$ cat src/verilog/rtc_timer_alarm_defines.vh
`ifndef RTC_TIMER_ALARM_DEFINES_VH
`define RTC_TIMER_ALARM_DEFINES_VH

// =====================================================================
// register offsets on the internal register port
`define RTC_ADDR_SNAP0 4'h0
`define RTC_ADDR_SNAP1 4'h1
`define RTC_ADDR_SNAP2 4'h2
`define RTC_ADDR_SNAP3 4'h3
`define RTC_ADDR_CONTROL 4'h4
`define RTC_ADDR_MATCH0 4'h8
`define RTC_ADDR_MATCH1 4'h9
`define RTC_ADDR_MATCH2 4'ha
`define RTC_ADDR_MATCH3 4'hb

// =====================================================================
// rtc_control bit positions
`define RTC_BIT_OSC_EN 7
`define RTC_BIT_MCD_EN 6
`define RTC_BIT_FAIL 5
`define RTC_BIT_RUN 4
`define RTC_BIT_ALARM_EN 3
`define RTC_BIT_ALARM_AR 2
`define RTC_BIT_LOAD 1
`define RTC_BIT_SNAP 0

// =====================================================================
// reset values
`define RTC_CONTROL_RESET 8'h00
`define RTC_FAIL_RESET 1'b0
`define RTC_WORD_RESET 32'h0000_0000

`endif
$ cat src/verilog/rtc_timer_alarm_control.v
// Operation
// - writing zero to alarm enable clears the alarm event flag.
// - re-enabling after an alarm with unchanged match waits a full 2^32 wrap.
// - alarm event flag lasts at most one slow oscillator cycle.
// - each alarm event is latched into a persistent interrupt request.
// - with auto-reset, hardware zeroes counter at the tick after an alarm if run is set, no load is pending and the alarm is still enabled.
// - control bit 7 enables the slow oscillator.
// - control bit 6 enables the missing-clock detector.
// - control bit 5 set on detector timeout, held until software clears it.
// - control bit 4 runs the counter; zero holds its value.
// - control bit 3 enables the alarm compare.
// - bit 2 reads alarm flag, writes store auto-reset enable.
// - writing 1 to bit 1 loads snapshot into counter; cleared when done.
// - writing 1 to bit 0 copies counter to snapshot; cleared when done.
// - counter increments once per slow oscillator cycle while running.
// - alarm raised when counter exactly equals the match value.
// - auto-reset clears counter one slow cycle after the alarm.
// - load and snapshot work without stopping; software orders its accesses.
`include "rtc_timer_alarm_defines.vh"
`default_nettype none

module rtc_timer_alarm_control #(
    parameter WIDTH = 32
) (
    // clock and reset
    input wire clk_i,
    input wire reset_n_i,
    // internal register port
    input wire [3:0] reg_addr_i,
    input wire [7:0] reg_wdata_i,
    input wire reg_write_i,
    input wire reg_read_i,
    output reg [7:0] reg_rdata_o,
    // slow oscillator and missing-clock detector
    input wire slow_clk_i,
    input wire missing_clock_timeout_i,
    output wire slow_osc_enable_o,
    output wire missing_clock_detect_enable_o,
    // alarm
    input wire alarm_irq_clear_i,
    output reg alarm_irq_o,
    output reg alarm_flag_o
);

    // =================================================================
    // state
    reg [7:0] rtc_control;
    reg [WIDTH-1:0] counter;
    reg [WIDTH-1:0] snapshot_bytes;
    reg [WIDTH-1:0] alarm_match_bytes;
    reg autoreset_due;
    reg [2:0] slow_sync;
    reg [2:0] fail_sync;
    reg slow_level;
    reg fail_level;

    wire [WIDTH-1:0] next_count;
    wire slow_tick;
    wire fail_event;
    wire ctl_write;

    // byte lane merge for the 32-bit word registers
    function [WIDTH-1:0] put_byte;
        input [WIDTH-1:0] word;
        input [1:0] lane;
        input [7:0] data;
        begin
            put_byte = word;
            put_byte[lane*8 +: 8] = data;
        end
    endfunction

    // =================================================================
    // pin synchronisers: a change counts once stages 2 and 3 agree
    always @(posedge clk_i or negedge reset_n_i) begin
        if (!reset_n_i) begin
            slow_sync <= 3'h0;
            fail_sync <= 3'h0;
            slow_level <= 1'b0;
            fail_level <= 1'b0;
        end else begin
            slow_sync <= {slow_sync[1:0], slow_clk_i};
            fail_sync <= {fail_sync[1:0], missing_clock_timeout_i};
            if (slow_sync[1] == slow_sync[2])
                slow_level <= slow_sync[2];
            if (fail_sync[1] == fail_sync[2])
                fail_level <= fail_sync[2];
        end
    end

    // one tick per slow cycle, only while the oscillator is enabled
    assign slow_tick = slow_sync[1] & slow_sync[2] & ~slow_level
                       & rtc_control[`RTC_BIT_OSC_EN];
    // detector only reports while it and the oscillator are on
    assign fail_event = fail_sync[1] & fail_sync[2] & ~fail_level
                        & rtc_control[`RTC_BIT_MCD_EN]
                        & rtc_control[`RTC_BIT_OSC_EN];
    assign slow_osc_enable_o = rtc_control[`RTC_BIT_OSC_EN];
    assign missing_clock_detect_enable_o = rtc_control[`RTC_BIT_MCD_EN];
    assign ctl_write = reg_write_i && (reg_addr_i == `RTC_ADDR_CONTROL);

    // plain 32-bit wrap; auto-reset replaces the increment
    assign next_count = autoreset_due ? `RTC_WORD_RESET : counter + 1'b1;

    // =================================================================
    // control register; hardware-cleared bits only ever cleared on a tick
    always @(posedge clk_i or negedge reset_n_i) begin
        if (!reset_n_i) begin
            rtc_control <= `RTC_CONTROL_RESET;
            rtc_control[`RTC_BIT_FAIL] <= `RTC_FAIL_RESET;
        end else begin
            // completion on the slow tick acts as the acknowledge; skipping it on a
            // same-cycle write would repeat the transfer, a write of 1 below re-arms
            if (slow_tick) begin
                rtc_control[`RTC_BIT_LOAD] <= 1'b0;
                rtc_control[`RTC_BIT_SNAP] <= 1'b0;
            end
            if (ctl_write) begin
                rtc_control[7:6] <= reg_wdata_i[7:6];
                rtc_control[4:2] <= reg_wdata_i[4:2];
                // software may only clear the fail flag
                if (!reg_wdata_i[`RTC_BIT_FAIL])
                    rtc_control[`RTC_BIT_FAIL] <= 1'b0;
                // writing zero cannot abort a pending transfer
                if (reg_wdata_i[`RTC_BIT_LOAD])
                    rtc_control[`RTC_BIT_LOAD] <= 1'b1;
                if (reg_wdata_i[`RTC_BIT_SNAP])
                    rtc_control[`RTC_BIT_SNAP] <= 1'b1;
            end
            // set wins over a simultaneous software clear
            if (fail_event)
                rtc_control[`RTC_BIT_FAIL] <= 1'b1;
        end
    end

    // =================================================================
    // counter, compare and auto-reset, all advanced on the slow tick
    always @(posedge clk_i or negedge reset_n_i) begin
        if (!reset_n_i) begin
            counter <= `RTC_WORD_RESET;
            alarm_flag_o <= 1'b0;
            autoreset_due <= 1'b0;
        end else begin
            if (slow_tick) begin
                // flag lives for one slow cycle at most
                alarm_flag_o <= 1'b0;
                autoreset_due <= 1'b0;
                if (rtc_control[`RTC_BIT_LOAD]) begin
                    // load runs without stopping the counter
                    counter <= snapshot_bytes;
                end else if (rtc_control[`RTC_BIT_RUN]) begin
                    counter <= next_count;
                    // only a fresh arrival at the match raises it, so re-enable
                    // with unchanged match waits for the full wrap
                    if (rtc_control[`RTC_BIT_ALARM_EN] && next_count == alarm_match_bytes) begin
                        alarm_flag_o <= 1'b1;
                        autoreset_due <= rtc_control[`RTC_BIT_ALARM_AR];
                    end
                end
            end
            // disabling the alarm kills the flag and any pending reset
            if (ctl_write && !reg_wdata_i[`RTC_BIT_ALARM_EN]) begin
                alarm_flag_o <= 1'b0;
                autoreset_due <= 1'b0;
            end
        end
    end

    // =================================================================
    // persistent interrupt request; a new alarm beats the clear
    always @(posedge clk_i or negedge reset_n_i) begin
        if (!reset_n_i)
            alarm_irq_o <= 1'b0;
        else if (slow_tick && rtc_control[`RTC_BIT_RUN] && !rtc_control[`RTC_BIT_LOAD]
                 && rtc_control[`RTC_BIT_ALARM_EN] && next_count == alarm_match_bytes
                 && !(ctl_write && !reg_wdata_i[`RTC_BIT_ALARM_EN]))
            alarm_irq_o <= 1'b1;
        else if (alarm_irq_clear_i)
            alarm_irq_o <= 1'b0;
    end

    // =================================================================
    // snapshot and match byte registers
    always @(posedge clk_i or negedge reset_n_i) begin
        if (!reset_n_i) begin
            snapshot_bytes <= `RTC_WORD_RESET;
            alarm_match_bytes <= `RTC_WORD_RESET;
        end else begin
            if (reg_write_i && reg_addr_i[3:2] == 2'h0)
                snapshot_bytes <= put_byte(snapshot_bytes, reg_addr_i[1:0], reg_wdata_i);
            else if (slow_tick && rtc_control[`RTC_BIT_SNAP])
                snapshot_bytes <= counter;
            // match stays host-owned; software disables the alarm first
            if (reg_write_i && reg_addr_i[3:2] == 2'h2)
                alarm_match_bytes <= put_byte(alarm_match_bytes, reg_addr_i[1:0],
                                              reg_wdata_i);
        end
    end

    // =================================================================
    // registered read data; unmapped addresses read zero
    always @(posedge clk_i or negedge reset_n_i) begin
        if (!reset_n_i)
            reg_rdata_o <= 8'h00;
        else if (reg_read_i) begin
            case (reg_addr_i)
                `RTC_ADDR_SNAP0: reg_rdata_o <= snapshot_bytes[7:0];
                `RTC_ADDR_SNAP1: reg_rdata_o <= snapshot_bytes[15:8];
                `RTC_ADDR_SNAP2: reg_rdata_o <= snapshot_bytes[23:16];
                `RTC_ADDR_SNAP3: reg_rdata_o <= snapshot_bytes[31:24];
                `RTC_ADDR_CONTROL: reg_rdata_o <= {rtc_control[7:3], alarm_flag_o,
                                                   rtc_control[1:0]};
                `RTC_ADDR_MATCH0: reg_rdata_o <= alarm_match_bytes[7:0];
                `RTC_ADDR_MATCH1: reg_rdata_o <= alarm_match_bytes[15:8];
                `RTC_ADDR_MATCH2: reg_rdata_o <= alarm_match_bytes[23:16];
                `RTC_ADDR_MATCH3: reg_rdata_o <= alarm_match_bytes[31:24];
                default: reg_rdata_o <= 8'h00;
            endcase
        end
    end

endmodule // rtc_timer_alarm_control

`default_nettype wire

$ cat config.mk
export PLATFORM = sky130hd
export DESIGN_NAME = rtc_timer_alarm_control
export DESIGN_NICKNAME = d
export VERILOG_FILES = /design/src/verilog/rtc_timer_alarm_control.v
export VERILOG_INCLUDE_DIRS = /design/src /design/src/verilog
export SDC_FILE = /design/constraint.sdc
export NUM_CORES = 1
export LEC_CHECK = 0
export ABC_AREA = 1
export ABC_CLOCK_PERIOD_IN_PS = 3600
export BUFFER_PORTS_ARGS = -buffer_cell sky130_fd_sc_hd__buf_2
export CORE_MARGIN = 5
export CORE_UTILIZATION = 24
export DETAILED_ROUTE_END_ITERATION = 16
export PLACE_DENSITY_LB_ADDON = 0.2
export SYNTH_ARGS = -nofsm -noshare
export SYNTH_HDL_FRONTEND = slang
export SYNTH_SLANG_ARGS = --single-unit
$ cat constraint.sdc
create_clock -name clk_i -period 3.6 [get_ports clk_i]
set_clock_uncertainty 0.05 [all_clocks]
set_input_delay 0.18 -clock clk_i [delete_from_list [all_inputs] [get_ports clk_i]]
set_output_delay 0.18 -clock clk_i [all_outputs]
set_load 0.05 [all_outputs]
==> reports/metrics.cfg <==
[placement]
gp_congestion = 0.988
portBuffers = 30
post-dp-hpwl_um = 23900
place_area_um2 = 8170

[yosys]
ys_ff_latch = 123
synth-main-ff-cell = dfrtp_1
synth-edff-count = 0
synth_top_area_share_pct = 40.7
synth_nets = 1086
post_synth_fa_ha_maj_area_fraction_pct = 1.66
synth_top_family_by_area = simple AND/OR/NAND/NOR gates
synth_most_common_cell = nand2_1
synth_compound_area_share_pct = 17.3
synth_area_um2 = 7560
synth_common_cells = nand2_1, inv_1, dfrtp_1, o21ai_0, nor2_1
synth_area_leader_cell = dfrtp_1
netlist_instances = 1057
syn_area_per_cell_um2 = 7.15
synth_area_leaders = dfrtp_1, nand2_1, o21ai_0
synth-seq-area-share_pct = 40.7
ys.warnings.count = 0
synth_cell_types = 36
ys_async_sr_fraction_pct = 100
synth_simple_gate_area_share_pct = 29.7
synthXorXnorAreaFrac_pct = 0.116
muxShareOfSynthArea_pct = 1.49

[power]
power.density_nw_per_um2 = 724
p_leak_nw = 4.02
vdd_ir_drop_max_v = 0.000295

[cts]
cts.sinks = 123
cts-root-buf = clkbuf_16
clk_latency_ps = 440
post_cts_resized = 0
cts_max_level = 4
cts_tree = done
clkTransAtPathRegs_ps = 60
post-cts-setup-buffers = 0
cts_buffer_depth = 2
numCtsBuffers = 17

[layout]
areaGrowthSynthToFinish_pct = 17.9
nFillCells = 3432
stdcell_area_um2 = 8910
fin_util_pct = 28.5
final_nets = 1119
n_antenna_cell = 0
layout-drive-gt1-share_pct = 10.3

[worst_hold_path]
min_path_type = primary input to register

[run_status]
status = completed

[detailed_routing]
via_per_inst = 5.06
ant_nets = 0
drt_iter0_drc = 718
wl_per_cell_um = 21.0
drc = 0
first_pass_iters = 5
wl_um = 31600
vias = 7617

[worst_setup_path]
start_kind = register
max_stage_delay_ps = 730
cp.required_ps = 3910
arrival_ps = 3080
crit_path_top_delay_cell = clkinv_1
cp_common_cell = nand2_1
cp_max_fo = 27
critPathTopFamily = simple AND/OR/NAND/NOR gates
worstSetupPathType = register to register
crit_buf_inv = 1
end_kind = register
crit_path_cell_trace = clkinv_1, nand2_1, nand2_1, nand2_1, nand3_1, nor2_1, nand3_1, nor2_1, nand3_1, nor2_1, nand2_1, nor2_2, nand3_2, o21ai_2

[sta]
tightest_slew_ps = 1010
period_minus_slack_ps = 2760
period_share_pct = 76.8
setup_viol = 0
clock.fmax_ghz = 0.362
fin_setup_tns_ps = 0
max-slew-margin-rel_pct = 32.3
maxSlewViolCount = 0
rsz0062_at_grt = false
hold_viol_final = 0

[die]
initial_core_util_pct = 24.1
die_h_um = 187
placeableCoreArea_um2 = 31300
fp-row-count = 65
die-area_um2 = 35100
fp.dieW_um = 187
io_pins = 31

[grt]
grt_max_degree = 79
grt_first_pass_wirelength_um = 47600
grt_use_total_pct = 17.8
antenna_found_initial = 0
first_global_vias = 7418
grt_overflow = 0

[run]
drv_cap = 0

## tightest hold or removal path, stage by stage
cell     delay, ps
buf_2          150
nand2_1         60
o21ai_0         70
## state kept, by name, indices dropped and copies added (netlist names)
name and flops:
alarm_flag_o 1, alarm_irq_o 1, alarm_match_bytes 32, autoreset_due 1, counter 32, fail_level 1
fail_sync 3, reg_rdata_o 8, rtc_control 8, slow_level 1, slow_sync 3, snapshot_bytes 32
## per-stage QoR
step	hold slack [ps]	power, mW	setup WS [ps]	cells
3_5_place_dp	240	4.47	884	1464
4_1_cts	13.0	6.44	859	1505
6_report	19.3	6.45	837	1505
5_1_grt	36.2	6.81	644	1505
3_3_place_gp	242	4.50	909	1464
2_1_floorplan	-166	3.62	1600	1057
## cells by family (layout without fill, tap and decap cells)
group / count (synthesis) / in the layout
and+or+nand+nor: 507 / 507
muxes: 10 / 10
xor gates and xnor gates: 1 / 1
adders and majority gates: 10 / 10
buffers and inverters: 179 / 225
DFF: 123 / 123
AOI/OAI and AO/OA: 227 / 227
## cell usage in the layout, fill, tap and decap left out, drive strengths merged
master | Yosys | routed
o21a | 4 | 4
bufinv | 0 | 4
nor2 | 113 | 113
dlygate4sd3 | 0 | 9
clkinvlp | 0 | 2
nand4 | 32 | 32
ha | 10 | 10
a221oi | 2 | 2
o32a | 1 | 1
nor4 | 6 | 6
mux2 | 10 | 10
nor3 | 9 | 9
o32ai | 15 | 15
xor2 | 1 | 1
clkbuf | 24 | 20
a21oi | 21 | 21
o22ai | 29 | 29
and2 | 1 | 1
dfrtp | 123 | 123
clkinv | 1 | 7
a31oi | 1 | 1
inv | 144 | 144
nand3 | 84 | 84
o211ai | 20 | 20
o2111ai | 1 | 1
buf | 10 | 39
o21ai | 133 | 133
nand2 | 262 | 262
## report_power, final
group	internal, mW	leakage [nW]	switching (mW)
Sequential	1.85	1.53	0.458
Combinational	0.644	2.18	1.54
Clock	1.22	0.313	0.732
Total	3.72	4.02	2.73
## layout make-up
type | instances | area [um^2] | share of cell area, %
Clock inverter | 12 | 188 | 2.11
Clock buffer | 20 | 467 | 5.24
Multi-Input combinational cell | 755 | 3820 | 42.8
Tap cell | 402 | 503 | 5.65
Timing Repair Buffer | 48 | 314 | 3.52
Sequential cell | 123 | 3080 | 34.5
Inverter | 145 | 544 | 6.11
## final timing paths
| check | end | slack [ps] | from | cells after the start |
|---|---|---|---|---|
| worst max register to register | alarm_irq_o$_DFFE_PN0P_ | 840 | autoreset_due$_DFFE_PN0P_ | 14 |
| worst min register to register | slow_sync[1]$_DFF_PN0_ | 300 | slow_sync[0]$_DFF_PN0_ | 0 |
| max in group asynchronous | counter[12]$_DFFE_PN0P_ | 2320 | reset_n_i | 3 |
| worst min-delay path | rtc_control[7]$_DFFE_PN0P_ | 20 | reg_wdata_i[7] | 3 |
| worst max-delay path | alarm_irq_o$_DFFE_PN0P_ | 840 | autoreset_due$_DFFE_PN0P_ | 14 |
| min in group asynchronous | fail_sync[1]$_DFF_PN0_ | 320 | reset_n_i | 2 |
## metal layers
metal  GRT usage (%)  vias up  share of wire, %
met1            23.9     3637                44
met3            3.45       73               6.6
met4            7.65        0               4.1
met2            28.2      305                45
met5               0        -                 0
li1                -     3602                 -
## what timing repair did
| item | in CTS | in global routing |
|---|---|---|
| hold endpoints to repair | 86 | 0 |
| hold buffers | 9 | 0 |
| endpoints found under the setup margin | 0 | 0 |
No activity file was read; power rests on OpenSTA's default activity.
